`config.mk`:
```
export PLATFORM = sky130hd
export DESIGN_NAME = tpm_matcher
export DESIGN_NICKNAME = d
export VERILOG_FILES = /design/src/tpm_pkg.sv /design/src/tpm_matcher.sv /design/src/tpm_tick.sv
export SDC_FILE = /design/constraint.sdc
export NUM_CORES = 1
export LEC_CHECK = 0
export BUFFER_PORTS_ARGS = -buffer_cell sky130_fd_sc_hd__buf_2
export CORE_MARGIN = 5
export CORE_UTILIZATION = 45
export DETAILED_ROUTE_END_ITERATION = 10
export SLEW_MARGIN = 5
export SYNTH_ARGS = -nofsm -noshare
export SYNTH_HDL_FRONTEND = slang
export SYNTH_HIERARCHICAL = 1
export SYNTH_SLANG_ARGS = --single-unit
```
`constraint.sdc`:
```
create_clock -name sys_clk_in -period 16.5 [get_ports sys_clk_in]
set_input_delay 1.65 -clock sys_clk_in [delete_from_list [all_inputs] [get_ports sys_clk_in]]
set_output_delay 1.65 -clock sys_clk_in [all_outputs]
set_load 0.005 [all_outputs]
```
`src/tpm_pkg.sv`:
```
// Shared constants and carrier types for the tag polling list matcher.
// Assumes a single 40 MHz clock and a byte-wide user memory read port.
package tpm_pkg;

  // Clock rate and the 100 ms unit that period and timeout bytes count in.
  localparam int CLK_HZ = 40_000_000;
  localparam int UNIT_MS = 100;
  localparam int UNIT_CYCLES = CLK_HZ / 1000 * UNIT_MS;
  localparam int TICK_W = 23;

  // User memory layout: auto-start block at 0, tag list right after it.
  localparam logic [11:0] AUTO_BASE = 12'h000;
  localparam logic [11:0] LIST_BASE = 12'h013;
  localparam logic [4:0] PARAM_BYTES = 5'h12;

  // Offsets inside the polling parameter block.
  localparam logic [4:0] P_PERIOD = 5'h00;
  localparam logic [4:0] P_COUNT = 5'h01;
  localparam logic [4:0] P_DEF = 5'h02;
  localparam logic [4:0] P_UND = 5'h0A;

  // Offsets inside one action group, relative to its base.
  localparam logic [4:0] G_MODE = 5'h00;
  localparam logic [4:0] G_IO = 5'h01;
  localparam logic [4:0] G_PWM = 5'h02;
  localparam logic [4:0] G_DUTY = 5'h03;
  localparam logic [4:0] G_PER_HI = 5'h04;
  localparam logic [4:0] G_PER_MID = 5'h05;
  localparam logic [4:0] G_PER_LO = 5'h06;
  localparam logic [4:0] G_TMO = 5'h07;

  // Report modes.
  localparam logic [7:0] MODE_OFF = 8'h00;
  localparam logic [7:0] MODE_PACKET = 8'h01;
  localparam logic [7:0] MODE_TEXT = 8'h03;

  // Identifier lengths accepted in the list.
  localparam logic [7:0] LEN_SHORT = 8'h04;
  localparam logic [7:0] LEN_MID = 8'h07;
  localparam logic [7:0] LEN_LONG = 8'h0A;

  // Arbitrary default for the stored polling command code.
  localparam logic [7:0] POLL_CODE_DEF = 8'h01;

  // One bit flips per step around WAIT, PROBE, CMP, HOLD and back to WAIT.
  typedef enum logic [2:0] {
    ST_IDLE = 3'b100,
    ST_WAIT = 3'b001,
    ST_PROBE = 3'b011,
    ST_CMP = 3'b010,
    ST_HOLD = 3'b000,
    ST_BOOT = 3'b101
  } tpm_state_t;

  typedef struct packed {
    logic [3:0] io_en;
    logic [3:0] io_lvl;
    logic [7:0] pwm_sel;
    logic [7:0] duty;
    logic [23:0] period_us;
  } tpm_act_t;

  typedef struct packed {
    logic [7:0] len;
    logic [9:0][7:0] uid;
  } tpm_tag_t;

endpackage

```
`src/tpm_matcher.sv`:
```
// Polling engine: periodic presence checks, tag list walk, action apply.
// Assumes memory reads return data one cycle after mem_rd_out and that
// all inputs come from logic on the same clock.
module tpm_matcher #(
  parameter int TICK_CYCLES = tpm_pkg::UNIT_CYCLES,
  parameter logic [7:0] POLL_CODE = tpm_pkg::POLL_CODE_DEF
) (
  input wire logic sys_clk_in,
  input wire logic reset_in,
  input wire logic poll_cmd_in,
  input wire logic rfid_cmd_in,
  input wire logic param_wr_in,
  input wire logic [4:0] param_idx_in,
  input wire logic [7:0] param_data_in,
  input wire logic probe_done_in,
  input wire logic tag_found_in,
  input wire tpm_pkg::tpm_tag_t tag_in,
  input wire logic [7:0] mem_data_in,
  input wire logic unlock_in,
  input wire logic lock_in,
  input wire logic user_wr_in,
  output logic mem_rd_out,
  output logic [11:0] mem_addr_out,
  output logic probe_out,
  output logic polling_out,
  output logic boot_announce_out,
  output tpm_pkg::tpm_act_t act_out,
  output logic report_out,
  output logic report_text_out,
  output tpm_pkg::tpm_tag_t report_tag_out,
  output logic unlocked_out,
  output logic user_wr_ok_out,
  output logic commit_out
);
  import tpm_pkg::*;

  tpm_state_t state_reg, state_next;
  logic [17:0][7:0] params_reg;
  logic [4:0] boot_idx_reg;
  tpm_tag_t tag_reg;
  logic [11:0] cmp_ptr_reg;
  logic [7:0] cmp_left_reg, cmp_len_reg;
  logic [3:0] cmp_idx_reg;
  logic [7:0] unit_cnt_reg, hold_tmo_reg;
  logic cmp_ok_reg, rd_pend_reg, restart_reg, dirty_reg, tick;
  tpm_tick #(.TICK_CYCLES(TICK_CYCLES)) u_tick (
    .sys_clk_in(sys_clk_in),
    .reset_in(reset_in),
    .restart_in(restart_reg),
    .tick_out(tick)
  );
  // Memory read pacing: one read in flight, data valid while rd_pend_reg.
  wire idle_rd = !mem_rd_out && !rd_pend_reg;
  wire boot_issue = (state_reg == ST_BOOT) && idle_rd;
  wire boot_data = (state_reg == ST_BOOT) && rd_pend_reg;
  wire boot_skip = boot_data && (boot_idx_reg == 5'h00) && (mem_data_in != POLL_CODE);
  wire boot_go = boot_data && (boot_idx_reg == PARAM_BYTES);
  // List walk decode; a bad length ends the walk as a miss.
  wire cmp_issue = (state_reg == ST_CMP) && idle_rd && (cmp_left_reg != 8'h00);
  wire list_end = (state_reg == ST_CMP) && idle_rd && (cmp_left_reg == 8'h00);
  wire cmp_data = (state_reg == ST_CMP) && rd_pend_reg;
  wire at_len = (cmp_idx_reg == 4'h0);
  wire len_ok = (mem_data_in == LEN_SHORT) || (mem_data_in == LEN_MID) ||
                (mem_data_in == LEN_LONG);
  wire [7:0] uid_byte = tag_reg.uid[cmp_idx_reg - 4'h1];
  wire byte_eq = (uid_byte == mem_data_in);
  wire last_byte = !at_len && (cmp_idx_reg == cmp_len_reg[3:0]);
  wire cmp_stop = cmp_data && at_len && !len_ok;
  wire cmp_hit = cmp_data && last_byte && cmp_ok_reg && byte_eq;
  wire cmp_miss = cmp_stop || list_end;
  // Chosen action group and its fields.
  wire [4:0] grp = cmp_hit ? P_DEF : P_UND;
  wire [7:0] g_mode = params_reg[grp + G_MODE];
  wire [7:0] g_io = params_reg[grp + G_IO];
  wire act_on = cmp_hit || (cmp_miss && (g_mode != MODE_OFF));
  wire rep_on = act_on && ((g_mode == MODE_TEXT) || (g_mode == MODE_PACKET));
  // Unit counting for the period and the hold timeout; zero reads as one.
  wire [7:0] unit_plus = unit_cnt_reg + 8'h01;
  wire [7:0] per_units = (params_reg[P_PERIOD] == 8'h00) ? 8'h01 : params_reg[P_PERIOD];
  wire [7:0] tmo_units = (hold_tmo_reg == 8'h00) ? 8'h01 : hold_tmo_reg;
  wire period_due = (state_reg == ST_WAIT) && tick && (unit_plus >= per_units);
  wire hold_due = (state_reg == ST_HOLD) && tick && (unit_plus >= tmo_units);
  wire stop_cmd = rfid_cmd_in && !poll_cmd_in;
  // Next state; a new polling command restarts, any other command stops.
  always_comb begin
    state_next = state_reg;
    case (state_reg)
      ST_BOOT: begin
        if (boot_skip) begin
          state_next = ST_IDLE;
        end else if (boot_go) begin
          state_next = ST_WAIT;
        end
      end
      ST_WAIT: begin
        if (period_due) begin
          state_next = ST_PROBE;
        end
      end
      ST_PROBE: begin
        if (probe_done_in) begin
          state_next = tag_found_in ? ST_CMP : ST_WAIT;
        end
      end
      ST_CMP: begin
        if (cmp_hit || cmp_miss) begin
          state_next = ST_HOLD;
        end
      end
      ST_HOLD: begin
        if (hold_due) begin
          state_next = ST_WAIT;
        end
      end
      ST_IDLE: state_next = ST_IDLE;
      default: state_next = ST_IDLE;
    endcase
    if (stop_cmd) begin
      state_next = ST_IDLE;
    end
    if (poll_cmd_in) begin
      state_next = ST_WAIT;
    end
  end

  wire enter_unit = ((state_next == ST_WAIT) || (state_next == ST_HOLD)) &&
                    (state_next != state_reg);
  wire polling_next = (state_next != ST_IDLE) && (state_next != ST_BOOT);

  // Sequencing state, boot loader and list walker.
  always_ff @(posedge sys_clk_in or posedge reset_in) begin
    if (reset_in) begin
      state_reg <= ST_BOOT;
      params_reg <= '0;
      boot_idx_reg <= 5'h00;
      tag_reg <= '0;
      cmp_ptr_reg <= LIST_BASE;
      cmp_left_reg <= 8'h00;
      cmp_len_reg <= 8'h00;
      cmp_idx_reg <= 4'h0;
      cmp_ok_reg <= 1'b0;
      rd_pend_reg <= 1'b0;
      mem_rd_out <= 1'b0;
      mem_addr_out <= AUTO_BASE;
      unit_cnt_reg <= 8'h00;
      restart_reg <= 1'b0;
      polling_out <= 1'b0;
      probe_out <= 1'b0;
      boot_announce_out <= 1'b0;
    end else begin
      state_reg <= state_next;
      polling_out <= polling_next;
      restart_reg <= enter_unit;
      probe_out <= period_due && !stop_cmd && !poll_cmd_in;
      boot_announce_out <= boot_skip;
      rd_pend_reg <= mem_rd_out;
      mem_rd_out <= boot_issue || cmp_issue;
      if (boot_issue) begin
        mem_addr_out <= AUTO_BASE + {7'h00, boot_idx_reg};
      end else if (cmp_issue) begin
        mem_addr_out <= cmp_ptr_reg;
      end
      if (enter_unit) begin
        unit_cnt_reg <= 8'h00;
      end else if (tick) begin
        unit_cnt_reg <= unit_plus;
      end
      if (param_wr_in && (param_idx_in < PARAM_BYTES)) begin
        params_reg[param_idx_in] <= param_data_in;
      end else if (boot_data && (boot_idx_reg != 5'h00)) begin
        params_reg[boot_idx_reg - 5'h01] <= mem_data_in;
      end
      if (boot_data) begin
        boot_idx_reg <= boot_idx_reg + 5'h01;
      end
      if ((state_reg == ST_PROBE) && probe_done_in && tag_found_in) begin
        tag_reg <= tag_in;
        cmp_ptr_reg <= LIST_BASE;
        cmp_left_reg <= params_reg[P_COUNT];
        cmp_idx_reg <= 4'h0;
      end else if (cmp_data) begin
        cmp_ptr_reg <= cmp_ptr_reg + 12'h001;
        if (at_len) begin
          cmp_len_reg <= mem_data_in;
          cmp_ok_reg <= (mem_data_in == tag_reg.len);
          cmp_idx_reg <= 4'h1;
        end else if (last_byte) begin
          cmp_left_reg <= cmp_left_reg - 8'h01;
          cmp_idx_reg <= 4'h0;
        end else begin
          cmp_ok_reg <= cmp_ok_reg && byte_eq;
          cmp_idx_reg <= cmp_idx_reg + 4'h1;
        end
      end
    end
  end

  // Outputs of the action set; pins and pulse output return on timeout.
  always_ff @(posedge sys_clk_in or posedge reset_in) begin
    if (reset_in) begin
      act_out <= '0;
      hold_tmo_reg <= 8'h00;
      report_out <= 1'b0;
      report_text_out <= 1'b0;
      report_tag_out <= '0;
    end else begin
      report_out <= rep_on && !stop_cmd && !poll_cmd_in;
      if (stop_cmd || poll_cmd_in || hold_due) begin
        act_out <= '0;
      end else if (act_on) begin
        act_out.io_en <= g_io[7:4];
        act_out.io_lvl <= g_io[3:0];
        act_out.pwm_sel <= params_reg[grp + G_PWM];
        act_out.duty <= params_reg[grp + G_DUTY];
        act_out.period_us <= {params_reg[grp + G_PER_HI], params_reg[grp + G_PER_MID],
                              params_reg[grp + G_PER_LO]};
      end
      if (cmp_hit || cmp_miss) begin
        hold_tmo_reg <= params_reg[grp + G_TMO];
      end
      if (rep_on) begin
        report_text_out <= (g_mode == MODE_TEXT);
        report_tag_out <= tag_reg;
      end
    end
  end

  // Memory lock: writes count only while unlocked, commit waits for lock.
  always_ff @(posedge sys_clk_in or posedge reset_in) begin
    if (reset_in) begin
      unlocked_out <= 1'b0;
      dirty_reg <= 1'b0;
      user_wr_ok_out <= 1'b0;
      commit_out <= 1'b0;
    end else begin
      user_wr_ok_out <= user_wr_in && unlocked_out;
      commit_out <= lock_in && (dirty_reg || (user_wr_in && unlocked_out));
      dirty_reg <= (user_wr_in && unlocked_out) || (dirty_reg && !lock_in);
      unlocked_out <= unlock_in || (unlocked_out && !lock_in);
    end
  end
endmodule

```
`src/tpm_tick.sv`:
```
// Free counter that pulses once per 100 ms unit.
// Assumes restart_in comes from logic on the same clock.
module tpm_tick #(
  parameter int TICK_CYCLES = tpm_pkg::UNIT_CYCLES
) (
  input wire logic sys_clk_in,
  input wire logic reset_in,
  input wire logic restart_in,
  output logic tick_out
);
  import tpm_pkg::*;

  localparam logic [TICK_W-1:0] TICK_LAST = TICK_W'(TICK_CYCLES - 1);

  logic [TICK_W-1:0] cnt_reg;
  wire at_last = (cnt_reg == TICK_LAST);

  // Restart realigns the unit, but it lands a cycle after a wait begins, so a tick in that first cycle still counts a unit.
  always_ff @(posedge sys_clk_in or posedge reset_in) begin
    if (reset_in) begin
      cnt_reg <= '0;
      tick_out <= 1'b0;
    end else begin
      cnt_reg <= (restart_in || at_last) ? '0 : cnt_reg + 1'b1;
      tick_out <= at_last && !restart_in;
    end
  end
endmodule

```
==> results.cfg <==
[status]
status = complete, no violations

[critical_path]
end_kind = flop
cp-start-kind = flop
crit_arrival_ns = 5.71
required_ns = 16.96
rr_worst_depth = 11
reg2reg_setup_slack_ns = 11.25
rr_startpoint = cmp_idx_reg[1]$_DFFE_PP0P_
crit_start = cmp_idx_reg[1]$_DFFE_PP0P_
cp-endpoint = restart_reg$_DFF_PP0_
critPathMaxFanout = 59
crit_type = reg2reg
timing.rr.end = restart_reg$_DFF_PP0_

[layout]
areaGrowthSynthToFinish_pct = 15.83
diodes = 0
drive_gt1_share_pct = 20.63
fillers = 4389
final_common_cell = dfrtp_1
largest_reg_flops = 144
fin_nets = 2476
finalNonFillerCells = 2988
layout_common_cells = dfrtp_1 (463), nand2_1 (428), buf_2 (275)

[placement]
port_buffers = 275
dp_hpwl_um = 44530
place.gp.congestion = 0.8532
dp.cells = 2898

[timing]
tightest_slew_ns = 1.339
slew_viol_final = 0
fin_crit_sh_pct = 31.83
slew-limit-headroom_pct = 10.06
hold_viol = 0
skew_ns = 0.02226
max_freq_mhz = 190.4
layout_min_cycle_time_ns = 5.251
rsz0062_at_grt = no
setup_viol = 0
totalNegativeSetupSlack_ns = 0

[min_path]
min_path_type = reg2reg
hp-start = hold_tmo_reg[3]$_DFFE_PP0P_

[die]
die_y_um = 231.1
die-width_um = 231.1
rows = 81
dieArea_mm2 = 0.05339
initial_core_util_pct = 45.21
ioPinCount = 276
core_area_mm2 = 0.04865

[logic_synthesis]
syn_nets = 2258
yosysWarnings = 6
synth_top_cell_area_share_pct = 52.80
synth_edf_count = 0
ys_seq_area_share_pct = 53.40
synth_cells = 2110
synth_cell_type_count = 77
ys_async_sr_fraction_pct = 100.0
synth_top_area_cell = dfrtp_1
ys_seq_elements = 469
synth_area_leaders = dfrtp_1 (53%), nand2_1 (7.3%), mux2_2 (4.7%)
synth-main-ff-cell = dfrtp_1
avgSynthCellArea_um2 = 10.42
synth_area_mm2 = 0.02199

[power]
p_int_mw = 2.052
switching_share_pct = 25.57
comb_power_share_pct = 10.1
ir_worst_vdd_mv = 0.06540
p_sw_mw = 0.7049
pwr-share-clk_pct = 42.4
p_total_mw = 2.757
powerDensity_mw_per_mm2 = 108.2
sequentialPowerShare_pct = 47.5
leakage_nw = 13.52

[clock_tree]
cts_resized = 0
h-tree-depth = 2
post_cts_buffers = 0
clockRootBuffer = clkbuf_16
clockBufferDepth = 3
hold_buffers = 0
clkLatencyLatePin_ns = 0.59
cts-buffers-inserted = 50
cts_tree = done
clkTransAtPathRegs_ns = 0.06
cts.sinks = 469

[detailed_routing]
drtIter0Drc = 1588
finalWirelength_um = 66080
dr_total_vias = 17480
routedWlPerCell_um = 22.12
ant_nets = 0
route.detailed.drc = 0
dr.pass1.iters = 5
via_per_inst = 5.849

[job]
max_cap_violations = 0

[grt]
grt_max_degree = 108
antenna_found_initial = 6
grt_pass1_wl_um = 103300
grt_pass1_vias = 17790
overflow = 0
track_usage_pct = 24.30
## per-stage QoR
stage | hold WS, ns | utilization [%] | setup WS, ns | area [µm²]
6_report | 0.4755 | 52.36 | 11.25 | 25470
5_1_grt | 0.4969 | 52.36 | 10.83 | 25470
4_1_cts | 0.4815 | 52.36 | 11.31 | 25470
3_5_place_dp | 0.4681 | 48.90 | 11.33 | 23790
3_3_place_gp | 0.4613 | 48.90 | 11.48 | 23790
2_1_floorplan | 0.4100 | - | 2.458 | 21990
## area by class of cell
class	instances	area [µm²]	share of cell area [%]
sequential	469	11740	46.10
multi-input combinational	1453	9520	37.38
timing repair buffer	292	1504	5.904
clock buffer	80	1474	5.786
tap	622	778.2	3.055
inverter	62	240.2	0.9431
clock inverter	10	211.5	0.8301
## Yosys cell counts, drive strengths merged, types with 9 or more instances
| cell type | number |
|---|---|
| nor3 | 21 |
| mux2 | 100 |
| o22ai | 13 |
| o211a | 49 |
| and2 | 11 |
| ha | 29 |
| or3 | 11 |
| a22oi | 64 |
| a21o | 22 |
| xor2 | 33 |
| a21oi | 27 |
| a31oi | 30 |
| nor2b | 10 |
| dfrtp | 464 |
| o21ai | 86 |
| mux2i | 65 |
| nand2 | 430 |
| nand4 | 16 |
| and3 | 18 |
| nor2 | 149 |
| nor4 | 12 |
| mux4 | 10 |
| inv | 61 |
| nand3 | 32 |
| a222oi | 10 |
| nand2b | 11 |
| clkbuf | 89 |
| or4 | 9 |
| o211ai | 20 |
| buf | 37 |
| xnor2 | 21 |
| a221o | 75 |
## power groups by stage
stage	clock (mW)	sequential (mW)	combinational, mW
after floorplan	0	1.30	0.192
after global placement	0	1.33	0.270
after detailed placement	0	1.33	0.278
after CTS	1.19	1.31	0.280
after global routing	1.23	1.32	0.310
final	1.17	1.31	0.280
## worst min-delay path by stage
stage | end | slack, ns | cells after the start
floorplan | rd_pend_reg$_DFF_PP0_ | 0.41 | 0
global placement | dirty_reg$_DFF_PP0_ | 0.46 | 1
detailed placement | hold_tmo_reg[3]$_DFFE_PP0P_ | 0.47 | 1
CTS | hold_tmo_reg[3]$_DFFE_PP0P_ | 0.48 | 1
global route | hold_tmo_reg[3]$_DFFE_PP0P_ | 0.50 | 1
finish | hold_tmo_reg[3]$_DFFE_PP0P_ | 0.48 | 1
## routing by layer
metal	track usage, %	vias to the layer above	routed length [µm]
li1	-	7962	-
met1	33.68	8768	28730
met2	38.92	609	30950
met3	4.704	129	4346
met4	7.949	10	1987
met5	0	-	64
## critical path, stage by stage, from the launching register on
cell and delay, ns:
dfrtp_1 0.50, inv_1 0.12, ha_1 0.92, o211ai_1 0.28
o31a_1 0.36, a2111oi_0 0.70, a2111oi_2 0.17, nand4b_1 0.14
buf_4 0.43, buf_4 0.61, nand4b_1 0.49, and3_1 0.33
## cells by family (layout without fill, tap and decap cells)
kind of cell / count (synthesis) / count (layout) / synth area share, %
buffers and inverters: 188 / 444 / 3.488
AOI/OAI and AO/OA: 439 / 439 / 15.27
and+or+nand+nor: 756 / 756 / 14.94
xor gates and xnor gates: 54 / 54 / 2.151
muxes: 175 / 175 / 9.103
DFF: 469 / 469 / 53.40
adders and majority gates: 29 / 29 / 1.650
Note: power is estimated with default switching activity, not from simulation.
